--- src/rtl/swbm_pkg.sv ---
// Constants and types of the sleep, wake-up and battery monitor block
package swbm_pkg;
  localparam logic [6:0] OFF_SCALE = 7'h14;
  localparam logic [6:0] OFF_MANT_HI = 7'h15;
  localparam logic [6:0] OFF_MANT_LO = 7'h16;
  localparam logic [6:0] OFF_CNT_HI = 7'h17;
  localparam logic [6:0] OFF_CNT_LO = 7'h18;
  localparam logic [6:0] OFF_BAT_THR = 7'h1A;
  localparam logic [6:0] OFF_BAT_LVL = 7'h1B;
  localparam logic [7:0] RST_SCALE = 8'h00;
  localparam logic [7:0] RST_MANT = 8'h00;
  localparam logic [7:0] RST_BAT_THR = 8'h14;
  localparam int CLK_HZ = 40000000;
  localparam int RC_HZ = 32768;
  localparam int BAT_PERIOD_S = 1;
  localparam int BAT_ON_US = 250;
  localparam int RC_DIV_CYC = CLK_HZ / RC_HZ;
  localparam int BAT_PERIOD_CYC = CLK_HZ * BAT_PERIOD_S;
  localparam int BAT_ON_CYC = (CLK_HZ / 1000000) * BAT_ON_US;
  localparam logic [2:0] BAT_HITS = 3'h4;
  localparam logic [4:0] PRESCALE_BASE = 5'h1F;
  localparam int LISTEN_TICKS = 64;
  typedef struct packed {
    logic [3:0]  expo;
    logic [1:0]  fine;
    logic [15:0] mant;
  } swbm_period_s;
  typedef enum logic [1:0] {
    DC_IDLE   = 2'b00,
    DC_LISTEN = 2'b01,
    DC_EXTEND = 2'b10
  } swbm_dc_e;
endpackage

--- src/rtl/swbm_top.sv ---
// Wake-up timer, battery monitor and duty-cycle receive scheduler
// Contract
// - Flag supply below threshold, drive request
// - Monitor runs only while enabled
// - Level register readable, upper bits zero
// - Code: 50 mV steps from 1.7 V
// - Measure once per second for 250 us
// - Four consecutive low readings before interrupt
// - Monitor enabled in sleep starts oscillator (RC only, and only while crystal not selected)
// - Timer uses RC unless crystal selected
// - Timer counts in sleep, expiry interrupts
// - Period is 32 M 2^(R-D) slow ticks
// - Counter readable as two bytes, high first
// - Enabled expiry drives request low
// - Wake interrupt leaves sleep, starts crystal
// - Disabled interrupt: expiry only on pin
// - Crystal select routes pin crystal everywhere
// - Duty mode: listen each period, else sleep
// - Preamble and sync extend receive window
// - Extension is count times 2(R-D)32 ticks
`timescale 1ns/1ps
`default_nettype none
module swbm_top #(
  parameter int BAT_PERIOD = swbm_pkg::BAT_PERIOD_CYC,
  parameter int BAT_ON     = swbm_pkg::BAT_ON_CYC
) (
  input  wire logic       clk_i,
  input  wire logic       sys_rst_i,
  input  wire logic [6:0] reg_addr_i,
  input  wire logic       reg_wr_i,
  input  wire logic       reg_rd_i,
  input  wire logic [7:0] reg_wdata_i,
  output logic      [7:0] reg_rdata_o,
  input  wire logic       battery_monitor_en_i,
  input  wire logic       wakeup_timer_en_i,
  input  wire logic       slow_crystal_select_i,
  input  wire logic       duty_cycle_en_i,
  input  wire logic [7:0] duty_cycle_count_i,
  input  wire logic       irq_en_battery_i,
  input  wire logic       irq_en_wakeup_i,
  input  wire logic       sleep_i,
  input  wire logic       status_clr_i,
  input  wire logic       slow_crystal_pin_i,
  input  wire logic [4:0] battery_code_i,
  input  wire logic       preamble_ok_i,
  input  wire logic       sync_ok_i,
  output logic            interrupt_request_out_n_o,
  output logic            status_battery_o,
  output logic            status_wakeup_o,
  output logic            rc_osc_on_o,
  output logic            battery_power_o,
  output logic            crystal_on_o,
  output logic            wakeup_pin_o,
  output logic            receiver_on_o
);

  ////////////////////////////////////////////////////////////////////
  // State
  swbm_pkg::swbm_period_s per_r, per_nxt;
  logic [4:0]  thr_r, thr_nxt;
  logic [4:0]  lvl_r, lvl_nxt;
  logic [7:0]  rdata_r, rdata_nxt;
  logic [1:0]  xs_r;
  logic [4:0]  bc1_r, bc2_r;
  logic        xprev_r;
  logic [10:0] rc_r, rc_nxt;
  logic [20:0] pre_r, pre_nxt;
  logic [15:0] cnt_r, cnt_nxt;
  logic [25:0] bper_r, bper_nxt;
  logic [13:0] bon_r, bon_nxt;
  logic        bpow_r, bpow_nxt;
  logic [2:0]  hits_r, hits_nxt;
  logic        stb_r, stb_nxt;
  logic        stw_r, stw_nxt;
  logic        xon_r, xon_nxt;
  logic        pin_r, pin_nxt;
  logic        run_r, run_nxt;
  logic        sleep_q_r;
  swbm_pkg::swbm_dc_e dc_r, dc_nxt;
  logic [17:0] dct_r, dct_nxt;
  logic        tick, expire;
  logic [20:0] pre_top;
  logic [17:0] ext_top;
  logic [3:0]  rmd;

  function automatic logic [20:0] prescale(input logic [3:0] e, input logic [1:0] d);
    logic [21:0] full;
    full = 22'({1'b0, swbm_pkg::PRESCALE_BASE} + 6'h01) << e;
    return 21'(full >> d);
  endfunction

  ////////////////////////////////////////////////////////////////////
  // Slow tick selection
  always_comb
  begin
    rc_nxt = (rc_r == 11'(swbm_pkg::RC_DIV_CYC - 1)) ? 11'h000 : rc_r + 11'h001;
    tick = slow_crystal_select_i ? (xs_r[1] & ~xprev_r)
                                 : (rc_r == 11'h000);
  end

  ////////////////////////////////////////////////////////////////////
  // Registers, timer, battery monitor, scheduler
  always_comb
  begin
    per_nxt = per_r;
    thr_nxt = thr_r;
    if (reg_wr_i)
    begin
      case (reg_addr_i)
        swbm_pkg::OFF_SCALE:   {per_nxt.expo, per_nxt.fine} = reg_wdata_i[5:0];
        swbm_pkg::OFF_MANT_HI: per_nxt.mant[15:8] = reg_wdata_i;
        swbm_pkg::OFF_MANT_LO: per_nxt.mant[7:0] = reg_wdata_i;
        swbm_pkg::OFF_BAT_THR: thr_nxt = reg_wdata_i[4:0];
        default:               thr_nxt = thr_r;
      endcase
    end
    rdata_nxt = rdata_r;
    if (reg_rd_i)
    begin
      case (reg_addr_i)
        swbm_pkg::OFF_SCALE:   rdata_nxt = {2'b00, per_r.expo, per_r.fine};
        swbm_pkg::OFF_MANT_HI: rdata_nxt = per_r.mant[15:8];
        swbm_pkg::OFF_MANT_LO: rdata_nxt = per_r.mant[7:0];
        swbm_pkg::OFF_CNT_HI:  rdata_nxt = cnt_r[15:8];
        swbm_pkg::OFF_CNT_LO:  rdata_nxt = cnt_r[7:0];
        swbm_pkg::OFF_BAT_THR: rdata_nxt = {3'b000, thr_r};
        swbm_pkg::OFF_BAT_LVL: rdata_nxt = {3'b000, lvl_r};
        default:               rdata_nxt = 8'h00;
      endcase
    end

    // Wake-up timer
    pre_top = prescale(per_r.expo, per_r.fine);
    run_nxt = sleep_i ? ((~sleep_q_r & wakeup_timer_en_i) | run_r) : 1'b0;
    pre_nxt = pre_r;
    cnt_nxt = cnt_r;
    expire = 1'b0;
    if (!run_r)
    begin
      pre_nxt = 21'h000000;
      cnt_nxt = 16'h0000;
    end
    else if (tick)
    begin
      if (pre_r + 21'h000001 >= pre_top)
      begin
        pre_nxt = 21'h000000;
        if (cnt_r + 16'h0001 >= per_r.mant && per_r.mant != 16'h0000)
        begin
          expire = 1'b1;
          cnt_nxt = 16'h0000;
        end
        else
          cnt_nxt = cnt_r + 16'h0001;
      end
      else
        pre_nxt = pre_r + 21'h000001;
    end
    stw_nxt = (stw_r & ~status_clr_i) | (expire & irq_en_wakeup_i);
    pin_nxt = expire & ~irq_en_wakeup_i;
    xon_nxt = xon_r;
    if (sleep_i & ~sleep_q_r)
      xon_nxt = 1'b0;
    if (expire & irq_en_wakeup_i)
      xon_nxt = 1'b1;

    // Battery monitor
    bper_nxt = bper_r;
    bon_nxt = bon_r;
    bpow_nxt = bpow_r;
    lvl_nxt = lvl_r;
    hits_nxt = hits_r;
    if (!battery_monitor_en_i)
    begin
      bper_nxt = 26'h0000000;
      bon_nxt = 14'h0000;
      bpow_nxt = 1'b0;
      hits_nxt = 3'h0;
    end
    else
    begin
      bper_nxt = (bper_r == 26'(BAT_PERIOD - 1)) ? 26'h0000000 : bper_r + 26'h0000001;
      if (bper_r == 26'h0000000)
      begin
        bpow_nxt = 1'b1;
        bon_nxt = 14'h0000;
      end
      else if (bpow_r)
      begin
        bon_nxt = bon_r + 14'h0001;
        if (bon_r == 14'(BAT_ON - 1))
        begin
          bpow_nxt = 1'b0;
          lvl_nxt = bc2_r;
          if (bc2_r < thr_r)
            hits_nxt = (hits_r == swbm_pkg::BAT_HITS) ? hits_r : hits_r + 3'h1;
          else
            hits_nxt = 3'h0;
        end
      end
    end
    stb_nxt = (stb_r & ~status_clr_i)
            | (irq_en_battery_i & hits_nxt == swbm_pkg::BAT_HITS
               & hits_r != swbm_pkg::BAT_HITS);

    // Duty-cycle receive scheduler
    rmd = (per_r.expo > {2'b00, per_r.fine}) ? per_r.expo - {2'b00, per_r.fine} : 4'h0;
    ext_top = 18'(duty_cycle_count_i * rmd * 7'h40);
    dc_nxt = dc_r;
    dct_nxt = dct_r;
    if (tick)
      dct_nxt = dct_r + 18'h00001;
    case (dc_r)
      swbm_pkg::DC_IDLE:
      begin
        dct_nxt = 18'h00000;
        if (duty_cycle_en_i & expire)
          dc_nxt = swbm_pkg::DC_LISTEN;
      end
      swbm_pkg::DC_LISTEN:
      begin
        if (preamble_ok_i & sync_ok_i)
        begin
          dc_nxt = swbm_pkg::DC_EXTEND;
          dct_nxt = 18'h00000;
        end
        else if (dct_r >= 18'(swbm_pkg::LISTEN_TICKS))
          dc_nxt = swbm_pkg::DC_IDLE;
      end
      swbm_pkg::DC_EXTEND:
      begin
        if (dct_r >= ext_top)
          dc_nxt = swbm_pkg::DC_IDLE;
      end
      default: dc_nxt = swbm_pkg::DC_IDLE;
    endcase
    if (!duty_cycle_en_i)
      dc_nxt = swbm_pkg::DC_IDLE;
  end

  always_ff @(posedge clk_i)
  begin
    xs_r <= {xs_r[0], slow_crystal_pin_i};
    xprev_r <= xs_r[1];
    bc1_r <= battery_code_i;
    bc2_r <= bc1_r;
    if (sys_rst_i)
    begin
      per_r <= {swbm_pkg::RST_SCALE[5:0], swbm_pkg::RST_MANT, swbm_pkg::RST_MANT};
      thr_r <= swbm_pkg::RST_BAT_THR[4:0];
      lvl_r <= 5'h00;
      rdata_r <= 8'h00;
      rc_r <= 11'h000;
      pre_r <= 21'h000000;
      cnt_r <= 16'h0000;
      bper_r <= 26'h0000000;
      bon_r <= 14'h0000;
      bpow_r <= 1'b0;
      hits_r <= 3'h0;
      stb_r <= 1'b0;
      stw_r <= 1'b0;
      xon_r <= 1'b0;
      pin_r <= 1'b0;
      run_r <= 1'b0;
      sleep_q_r <= 1'b0;
      dc_r <= swbm_pkg::DC_IDLE;
      dct_r <= 18'h00000;
    end
    else
    begin
      per_r <= per_nxt;
      thr_r <= thr_nxt;
      lvl_r <= lvl_nxt;
      rdata_r <= rdata_nxt;
      rc_r <= rc_nxt;
      pre_r <= pre_nxt;
      cnt_r <= cnt_nxt;
      bper_r <= bper_nxt;
      bon_r <= bon_nxt;
      bpow_r <= bpow_nxt;
      hits_r <= hits_nxt;
      stb_r <= stb_nxt;
      stw_r <= stw_nxt;
      xon_r <= xon_nxt;
      pin_r <= pin_nxt;
      run_r <= run_nxt;
      sleep_q_r <= sleep_i;
      dc_r <= dc_nxt;
      dct_r <= dct_nxt;
    end
  end

  ////////////////////////////////////////////////////////////////////
  // Outputs
  assign reg_rdata_o = rdata_r;
  assign interrupt_request_out_n_o = ~(stb_r | stw_r);
  assign status_battery_o = stb_r;
  assign status_wakeup_o = stw_r;
  assign rc_osc_on_o = ~slow_crystal_select_i
                     & (battery_monitor_en_i | run_r);
  assign battery_power_o = bpow_r;
  assign crystal_on_o = xon_r;
  assign wakeup_pin_o = pin_r;
  assign receiver_on_o = (dc_r != swbm_pkg::DC_IDLE);

endmodule
`default_nettype wire

--- config.mk ---
export PLATFORM = sky130hd
export DESIGN_NAME = swbm_top
export DESIGN_NICKNAME = d
export VERILOG_FILES = /design/src/rtl/swbm_pkg.sv /design/src/rtl/swbm_top.sv
export SDC_FILE = /design/constraint.sdc
export NUM_CORES = 1
export LEC_CHECK = 0
export BUFFER_PORTS_ARGS = -buffer_cell sky130_fd_sc_hd__buf_2
export CORE_MARGIN = 2
export CORE_UTILIZATION = 40
export CTS_CLUSTER_SIZE = 8
export DETAILED_ROUTE_END_ITERATION = 10
export HOLD_SLACK_MARGIN = 0.05
export PLACE_DENSITY = 0.58
export RECOVER_POWER = 100
export SKIP_CTS_REPAIR_TIMING = 1
export SYNTH_ARGS = -nofsm -noshare
export SYNTH_HDL_FRONTEND = slang
export SYNTH_SLANG_ARGS = --single-unit
--- constraint.sdc ---
create_clock -name clk_i -period 6.6 [get_ports clk_i]
set_input_delay 0.66 -clock clk_i [delete_from_list [all_inputs] [get_ports clk_i]]
set_output_delay 0.66 -clock clk_i [all_outputs]
set_load 0.05 [all_outputs]
==> impl_metrics.yaml, run 1 <==
run_status:
  run_status: "finished with violations"
  failed_checks: "capacitance limit, slew limit"
worst_setup_path:
  criticalPathCategory: "register to register"
  crit_end: "dc_r[1]"
  path_common_cell: "ha_1"
  timing.rr.end: "dc_r[1]"
  path_buf_inv: 2
  critPathLaunch: "per_r[17]"
  cp_top_family: "adder cells"
  crit_arrival_ns: 6.10
  cp_cell_sequence: "inv_1 -> ha_1 -> o21ai_0 -> nand3_1 -> o21ai_0 -> nand2_1 -> fa_1 -> inv_1 -> fa_1 -> ha_1 -> a21o_1 -> a21oi_1 -> o22ai_1 -> or4_1 -> nand2_1 -> xor2_1 -> ha_1 -> a21o_1 -> a21oi_1 -> o211ai_1 -> a31oi_1"
  cp-end-kind: "register"
  max_stage_delay_ns: 0.62
  r2r_start: "per_r[17]"
  path_depth: 21
  critical_path.slowest_cell: "dfxtp_1"
  critPathMaxFanout: 16
  worst_r2r_path_depth: 21
  crit_required_ns: 6.96
  worst_setup_path_start_kind: "register"
  r2r_setup_slack_ns: 0.86
finish:
  finalNetCount: 1470
  mostFrequentLayoutCells: "171 x dfxtp_1, 154 x nor2_1, 108 x nand2_1"
  drive_gt1_share_pct: 7.94
  final_common_cell: "dfxtp_1"
  num_antenna_cells: 0
  area_growth_pct: 9.91
  fillers: 2713
global_route:
  antenna_found_initial: 0
  grt_max_degree: 54
  grt_pass1_wl_mm: 43.9
  grt_pass1_vias: 8607
  overflow: 0
  grtUsageTotal_pct: 18.9
die:
  initial_core_util_pct: 40.5
  ios: 59
  core_um2: 26700
  die_area_um2: 28400
  fp.dieW_um: 168
  num_rows: 60
  dieHeight_um: 168
sta:
  min_period_over_period_pct: 87.0
  timing.final.crit_period_ns: 5.74
  slew_viol_final: 78
  postLayoutSetupSlackWorst_ns: 0.861
  hold_violations: 0
  rsz0062_at_grt: "no"
  fmax_mhz: 174
  setup_viol: 0
  tightestPinTransition_ns: 2.59
  worst_clock_skew_ns: 0.0191
  slew_headroom_pct: -72.6
  fin_setup_tns_ns: 0
logic_synthesis:
  ys_warn_count: 0
  ys_async_sr_fraction_pct: 0
  synth_top_flop_cell: "dfxtp_1"
  syn_avg_cell_area_um2: 8.25
  yosysSeqAreaShare_pct: 31.6
  synthesis.area_um2: 10800
  syn_inst: 1311
  synth-edff-count: 0
  yosys_register_bits: 171
  synth.distinct_cells: 77
  syn-num-nets: 1447
clock_network:
  cts_sinks: 171
  clockRootBuffer: "clkbuf_16"
  cts_buffers: 17
  clkLatencyLatePin_ns: 0.44
  cts.path.max_buffers: 2
  h-tree-depth: 4
  cts_tree: "yes"
  clk_pin_slew_ns: 0.08
pwr:
  p_per_area_nw_per_um2: 183
  vdd_drop_max_v: 0.000168
  leakage_nw: 4.44
placement:
  dp_hpwl_mm: 19.5
  gp_congestion: 0.894
  place_ws_ns: 0.828
  portBuffers: 58
run:
  drv_cap: 4
detailed_routing:
  wire_per_inst_um: 15.6
  drt-pass1-iter-count: 7
  drcViolationCount: 0
  drt_iter0_drc: 678
  vias: 9212
  routed_wl_mm: 26.3
  via_per_inst: 5.46
  ant_nets: 0
hold_path:
  hp-class: "primary input to register"
how the worst min path moves through the flow:
stage / start / endpoint / slack, ns / cells after the start
global placement: bc1_r[0] / bc2_r[0] / 0.31 / 0
floorplan: bc1_r[0] / bc2_r[0] / 0.31 / 0
global route: battery_code_i[3] / bc1_r[3] / 0.29 / 1
CTS: battery_code_i[3] / bc1_r[3] / 0.30 / 1
detailed placement: bc1_r[1] / bc2_r[1] / 0.31 / 0
finish: battery_code_i[3] / bc1_r[3] / 0.31 / 1
through the flow:
step	cells	instance area (um2)	hold slack (ns)	total power [mW]	utilization, %
after floorplan	1311	10800	0.310	1.13	-
after global placement	1656	11300	0.311	1.17	42.5
after detailed placement	1656	11300	0.312	1.17	42.5
after CTS	1688	12000	0.297	2.21	44.8
after global routing	1688	11900	0.295	2.26	44.5
final	1688	11900	0.313	2.18	44.5
state kept, by name (all words and copies together) (netlist names), 3 cells and up:
register and cells:
reg_rdata_o 8, bc2_r 5, thr_r 5, bper_r 26, pre_r 21, per_r 22, bc1_r 5, dct_r 18
rc_r 11, lvl_r 5, bon_r 14, cnt_r 16, hits_r 3
layer usage:
layer  vias to the layer above  routed length, um  global-route usage [%]
met5                         -                  0                       0
met3                        19               1160                    3.30
li1                       4685                  -                       -
met4                         0                259                    4.27
met1                      4316              13100                    26.6
met2                       192              11800                    30.3
logic make-up (layout without fill, tap and decap cells):
family | count (synthesis) | in the layout | synth area share (%)
muxes | 32 | 32 | 3.20
adders and majority gates | 93 | 93 | 11.7
and+or+nand+nor | 579 | 579 | 28.0
DFF | 171 | 171 | 31.6
xor gates and xnor gates | 101 | 101 | 8.24
buffers and inverters | 131 | 167 | 4.76
AOI/OAI and AO/OA | 204 | 204 | 12.5
cell type report:
class                   count  area, um2  share of cell area, %
inverters                  69        259                   2.18
clock buffers              17        425                   3.58
flip-flops and latches    171       3420                   28.8
multi-input cells        1009       6850                   57.6
repair buffers             66        314                   2.64
well taps                 341        427                   3.59
clock inverters            15        191                   1.61
synthesized netlist by cell type (20+ instances only):
cell type,instances,share of area (%)
nor2b_1,25,1.4
inv_1,69,2.4
and3_1,23,1.3
o211ai_1,20,1.4
a21oi_1,47,2.2
nor2_1,154,5.3
o21ai_0,50,2.3
xnor2_1,48,3.9
clkbuf_1,47,1.6
mux2i_1,29,2.7
dfxtp_1,171,32
xor2_1,52,4.2
ha_1,80,9.2
nand3_1,78,3.6
and2_1,24,1.4
nor3_1,23,1.1
nor4_1,24,1.4
nand4_1,35,2.0
nand2_1,108,3.7
worst reg2reg max path, cell delays in order (launching register included):
cell and delay [ns]:
dfxtp_1 0.62, inv_1 0.19, ha_1 0.37, o21ai_0 0.09
nand3_1 0.09, o21ai_0 0.57, nand2_1 0.17, fa_1 0.55
inv_1 0.05, fa_1 0.49, ha_1 0.30, a21o_1 0.16
a21oi_1 0.24, o22ai_1 0.15, or4_1 0.43, nand2_1 0.11
xor2_1 0.17, ha_1 0.28, a21o_1 0.19, a21oi_1 0.15
o211ai_1 0.11, a31oi_1 0.18
report_power, final:
group | switching [mW] | internal [mW] | total (mW)
Sequential | 0.00651 | 1.04 | 1.05
Combinational | 0.0702 | 0.0298 | 0.100
Clock | 0.513 | 0.519 | 1.03
Note: power is estimated with default switching activity, not from simulation.
==> run 2, diff against run 1 <==
--- a/config.mk
+++ b/config.mk
@@ -10,2 +10,3 @@
 export CORE_UTILIZATION = 40
+export CTS_BUF_LIST = sky130_fd_sc_hd__clkbuf_4 sky130_fd_sc_hd__clkbuf_8
 export CTS_CLUSTER_SIZE = 8
@@ -13,3 +14,3 @@
 export HOLD_SLACK_MARGIN = 0.05
-export PLACE_DENSITY = 0.58
+export PLACE_DENSITY = 0.6
 export RECOVER_POWER = 100
==> constraint.sdc (replaced) <==
create_clock -name clk_i -period 5 [get_ports clk_i]
set_input_delay 0.5 -clock clk_i [delete_from_list [all_inputs] [get_ports clk_i]]
set_output_delay 0.5 -clock clk_i [all_outputs]
set_load 0.02 [all_outputs]
==> impl_metrics.yaml, run 2 (synthesis results as in run 1) <==
run_status:
  run_status: "finished with violations"
  failed_checks: "capacitance limit, slew limit"
finish:
  mostFrequentLayoutCells: "170 x dfxtp_1, 154 x nor2_1, 107 x nand2_1"
  drive_gt1_share_pct: 10.0
  largest_reg_flops: 26
  final_common_cell: "dfxtp_1"
  num_antenna_cells: 0
  fin_util_pct: 44.5
  area_growth_pct: 9.92
  top_register: "bper_r"
  largest_registers: "bper_r: 26 flops, per_r: 22 flops, pre_r: 21 flops"
  finalNetCount: 1487
  fin_cells: 1705
global_route:
  grt_pass1_wl_mm: 43.9
  grt_max_degree: 53
  antenna_found_initial: 0
  grtUsageTotal_pct: 18.9
  overflow: 0
  grt_pass1_vias: 8709
worst_setup_path:
  critPathMaxFanout: 7
  path_common_cell: "inv_1"
  cp_cell_sequence: "inv_1 -> ha_2 -> inv_2 -> fa_2 -> a21boi_2 -> buf_4 -> buf_4 -> and2_1 -> fa_1 -> inv_1 -> fa_1 -> inv_1 -> ha_1 -> nand2_1 -> o22ai_2 -> or4_4 -> nand2_2 -> xor2_1 -> ha_1 -> a21o_1 -> a21oi_1 -> o211ai_1 -> a31oi_1"
  max_stage_delay_ns: 0.53
  cp_top_family: "adder cells"
  worst_r2r_path_depth: 23
  crit_required_ns: 5.40
  crit_arrival_ns: 5.12
  path_buf_inv: 6
  r2r_setup_slack_ns: 0.29
  cp-end-kind: "register"
  criticalPathCategory: "register to register"
  r2r_start: "per_r[18]"
  timing.rr.end: "dc_r[1]"
  critical_path.slowest_cell: "fa_1"
  worst_setup_path_start_kind: "register"
sta:
  whs_ns: 0.119
  slew_viol_final: 53
  tightestPinTransition_ns: 2.52
  fmax_mhz: 212
  setup_viol: 0
  worst_clock_skew_ns: 0.0255
  timing.final.crit_period_ns: 4.71
  hold_violations: 0
  slew_headroom_pct: -68.0
  min_period_over_period_pct: 94.3
  postLayoutSetupSlackWorst_ns: 0.285
die:
  initial_core_util_pct: 40.5
  dieHeight_um: 168
  die_area_um2: 28400
  core_um2: 26700
  fp.dieW_um: 168
  ios: 59
  num_rows: 60
placement:
  place_ws_ns: 0.0230
  portBuffers: 58
  post-place-cells: 1669
  gp_congestion: 0.837
  dp_hpwl_mm: 19.6
detailed_routing:
  drcViolationCount: 0
  vias: 9316
  met2WireLength_mm: 12.0
  wire_per_inst_um: 15.4
  wl_met3_mm: 1.12
  drt-met1-wl_mm: 12.8
  drt_iter0_drc: 640
  ant_nets: 0
  drt-pass1-iter-count: 6
  routed_wl_mm: 26.3
  maxUsedRoutingLayer: "met4"
  via_per_inst: 5.46
pwr:
  switching_share_pct: 28.9
  p_sw_mw: 0.734
  seq_power_share_pct: 54.4
  finalPower_mw: 2.54
  comb_power_share_pct: 5.2
  leakage_nw: 4.45
  clkPwrFrac_pct: 40.4
  power.internal_mw: 1.80
  vdd_drop_max_v: 0.000175
  p_per_area_nw_per_um2: 213
clock_network:
  clockRootBuffer: "clkbuf_8"
  clkLatencyLatePin_ns: 0.47
  clk_pin_slew_ns: 0.12
  cts.path.max_buffers: 2
  cts_sinks: 171
  cts_buffers: 17
  cts_tree: "yes"
  h-tree-depth: 4
hold_path:
  whs_path_depth: 1
  min_to: "bc1_r[3]"
  worstHoldStart: "battery_code_i[3]"
  hp-class: "primary input to register"
run:
  drv_cap: 1
[run 2: cell count changes in the layout (fill, tap and decap cells not counted), moves of 3 or more]
cell | before | now
buf_4 | 4 | 20
clkbuf_16 | 17 | 0
clkbuf_8 | 0 | 17
ha_1 | 80 | 77
[run 2: worst max path at each step]
stage / startpoint / slack (ns) / to / cells after the start
CTS: per_r[18] / 0.008 / dc_r[1] / 22
finish: per_r[18] / 0.29 / dc_r[1] / 23
global placement: per_r[18] / 0.12 / dc_r[1] / 22
floorplan: per_r[17] / 0.08 / dc_r[1] / 20
global route: per_r[18] / -0.002 / dc_r[1] / 22
detailed placement: per_r[18] / 0.02 / dc_r[1] / 22
[run 2: metrics by stage]
step	TNS [ns]	cell area, um2
floorplan	0	10800
global placement	0	11400
detailed placement	0	11400
CTS	0	11900
global route	-0.00178	11900
finish	0	11900
[run 2: area by class of cell]
type / count / area [um2]
clock inverter: 15 / 193
multi-input combinational: 1009 / 6920
clock buffer: 17 / 234
timing repair buffer: 83 / 439
inverter: 69 / 259
sequential: 171 / 3420
tap: 341 / 427
fill: 2684 / 14800
[run 2: routing by layer]
layer	vias to the layer above	GRT usage, %
met2	188	31.1
met4	0	3.90
met1	4388	25.6
met3	31	3.93
met5	-	0
li1	4709	-
[run 2: power by group through the flow]
stage	clock network [mW]	registers (mW)	logic, mW
after detailed placement	0	1.41	0.134
after global placement	0	1.41	0.133
after global routing	1.13	1.38	0.147
final	1.03	1.38	0.133
after CTS	1.06	1.38	0.135
after floorplan	0	1.41	0.0800
[run 2: worst register-to-register path, cell delays in order, from the launching register on]
cell and delay, ns:
dfxtp_2 0.34, inv_1 0.05, ha_2 0.17, inv_2 0.06
fa_2 0.42, a21boi_2 0.15, buf_4 0.16, buf_4 0.13
and2_1 0.16, fa_1 0.48, inv_1 0.06, fa_1 0.53
inv_1 0.04, ha_1 0.30, nand2_1 0.09, o22ai_2 0.08
or4_4 0.43, nand2_2 0.09, xor2_1 0.15, ha_1 0.26
a21o_1 0.18, a21oi_1 0.13, o211ai_1 0.10, a31oi_1 0.12
==> run 3, diff against run 2 <==
- CORE_MARGIN: 2 -> unset
- PLACE_DENSITY: 0.6 -> unset
- PLACE_DENSITY_LB_ADDON: unset -> 0.1
==> impl_metrics.yaml, run 3 (synthesis results as in run 1) <==
pwr:
  leakage_nw: 4.48
  clkPwrFrac_pct: 42.7
  seq_power_share_pct: 52.2
  p_sw_mw: 0.809
  p_per_area_nw_per_um2: 221
  switching_share_pct: 30.6
  vdd_drop_max_v: 0.000216
  comb_power_share_pct: 5.0
  power.internal_mw: 1.83
finish:
  finalNetCount: 1488
  finalInstanceArea_um2: 12000
  drive_gt1_share_pct: 10.7
  fillers: 2656
  final_common_cell: "dfxtp_1"
  largest_registers: "bper_r: 26 flops, per_r: 22 flops, pre_r: 21 flops"
  top_register: "bper_r"
  fin_util_pct: 45.6
  area_growth_pct: 10.7
  mostFrequentLayoutCells: "169 x dfxtp_1, 154 x nor2_1, 106 x nand2_1"
  ff_latch_area_um2: 3430
  fin_cells: 1700
  multi_input_area_um2: 6960
  largest_reg_flops: 26
  num_antenna_cells: 0
sta:
  rsz0062_at_grt: "yes"
  fmax_mhz: 213
  tightestPinTransition_ns: 2.54
  hold_violations: 0
  slew_viol_final: 54
  postLayoutSetupSlackWorst_ns: 0.302
  worst_clock_skew_ns: 0.0272
  timing.final.crit_period_ns: 4.70
  setup_viol: 0
  min_period_over_period_pct: 94.0
  whs_ns: 0.0944
  slew_headroom_pct: -69.1
global_route:
  use_met1_pct: 27.0
  grtUsageTotal_pct: 20.0
  grt_util_met3_pct: 3.14
  grt_pass1_wl_mm: 45.3
  antenna_found_initial: 0
  busiest_layer: "met2"
  grt_max_degree: 54
  use_met2_pct: 32.5
  grt_pass1_vias: 8891
  overflow: 0
clock_network:
  clockRootBuffer: "clkbuf_8"
  h-tree-depth: 4
  clk_pin_slew_ns: 0.12
  cts.path.max_buffers: 2
  clkLatencyLatePin_ns: 0.50
  cts_tree: "yes"
  cts_buffers: 17
  cts_sinks: 171
detailed_routing:
  drt_iter0_drc: 545
  wire_per_inst_um: 15.8
  drt-pass1-iter-count: 8
  vias: 9202
  drcViolationCount: 2
  ant_nets: 0
  via_per_inst: 5.41
  routed_wl_mm: 26.9
die:
  dieHeight_um: 166
  initial_core_util_pct: 41.2
  ios: 59
  fp.dieW_um: 166
  die_area_um2: 27700
  core_um2: 26300
  num_rows: 59
placement:
  gp_congestion: 0.876
  place_ws_ns: 0.00933
  post-place-cells: 1665
  dp_hpwl_mm: 20.0
  placed_cell_area_um2: 11500
  portBuffers: 58
worst_setup_path:
  crit_required_ns: 5.43
  criticalPathCategory: "register to register"
  cp-end-kind: "register"
  crit_arrival_ns: 5.13
  worst_setup_path_start_kind: "register"
  critPathMaxFanout: 8
run_status:
  run_status: "finished with violations"
  failed_checks: "DRC, capacitance limit, slew limit"
hold_path:
  hp-class: "primary input to register"
run:
  drv_cap: 1
run 3: routing by layer:
layer  share of wire [%]  vias up
met5                   0        -
met4                 2.1        0
met3                 3.1       36
met2                  45      145
met1                  50     4315
li1                    -     4706
run 3: path summary, 6_finish.rpt:
kind / startpoint / to / slack, ns / cells after the start
worst max register to register: per_r[18] / dc_r[1] / 0.30 / 22
worst min register to register: bc1_r[3] / bc2_r[3] / 0.33 / 0
worst min-delay path: battery_code_i[2] / bc1_r[2] / 0.09 / 1
worst max-delay path: per_r[18] / dc_r[1] / 0.30 / 22
run 3: per-stage QoR:
| stage | power (mW) | setup TNS, ns |
|---|---|---|
| 3_3_place_gp | 1.55 | 0 |
| 5_1_grt | 2.75 | 0 |
| 6_report | 2.64 | 0 |
| 2_1_floorplan | 1.49 | 0 |
| 3_5_place_dp | 1.55 | 0 |
| 4_1_cts | 2.69 | -0.0132 |
run 3: cell type report:
class	count	area share, %
Tap cell	335	3.50
Sequential cell	171	28.6
Inverter	69	2.16
Clock inverter	15	1.92
Clock buffer	17	1.95
Multi-Input combinational cell	1009	58.0
Timing Repair Buffer	84	3.84
run 3: power by group through the flow:
stage	combinational [mW]	sequential, mW	clock (mW)
global placement	0.134	1.41	0
finish	0.133	1.38	1.13
floorplan	0.0800	1.41	0
detailed placement	0.134	1.41	0
global route	0.148	1.38	1.22
CTS	0.134	1.38	1.17
run 3: critical path, cell delays in order (launching register included):
cell and delay (ns):
dfxtp_2 0.34, inv_2 0.07, ha_4 0.13, inv_2 0.04, fa_2 0.52, a21boi_4 0.17
buf_6 0.14, nand2_4 0.05, fa_1 0.51, inv_1 0.05, fa_1 0.46, ha_1 0.29
a21o_1 0.17, a21oi_2 0.15, o22ai_2 0.09, or4_4 0.43, nand2_2 0.09, xor2_1 0.18
ha_1 0.28, a21o_1 0.18, a21oi_2 0.12, o211ai_1 0.10, a31oi_1 0.12
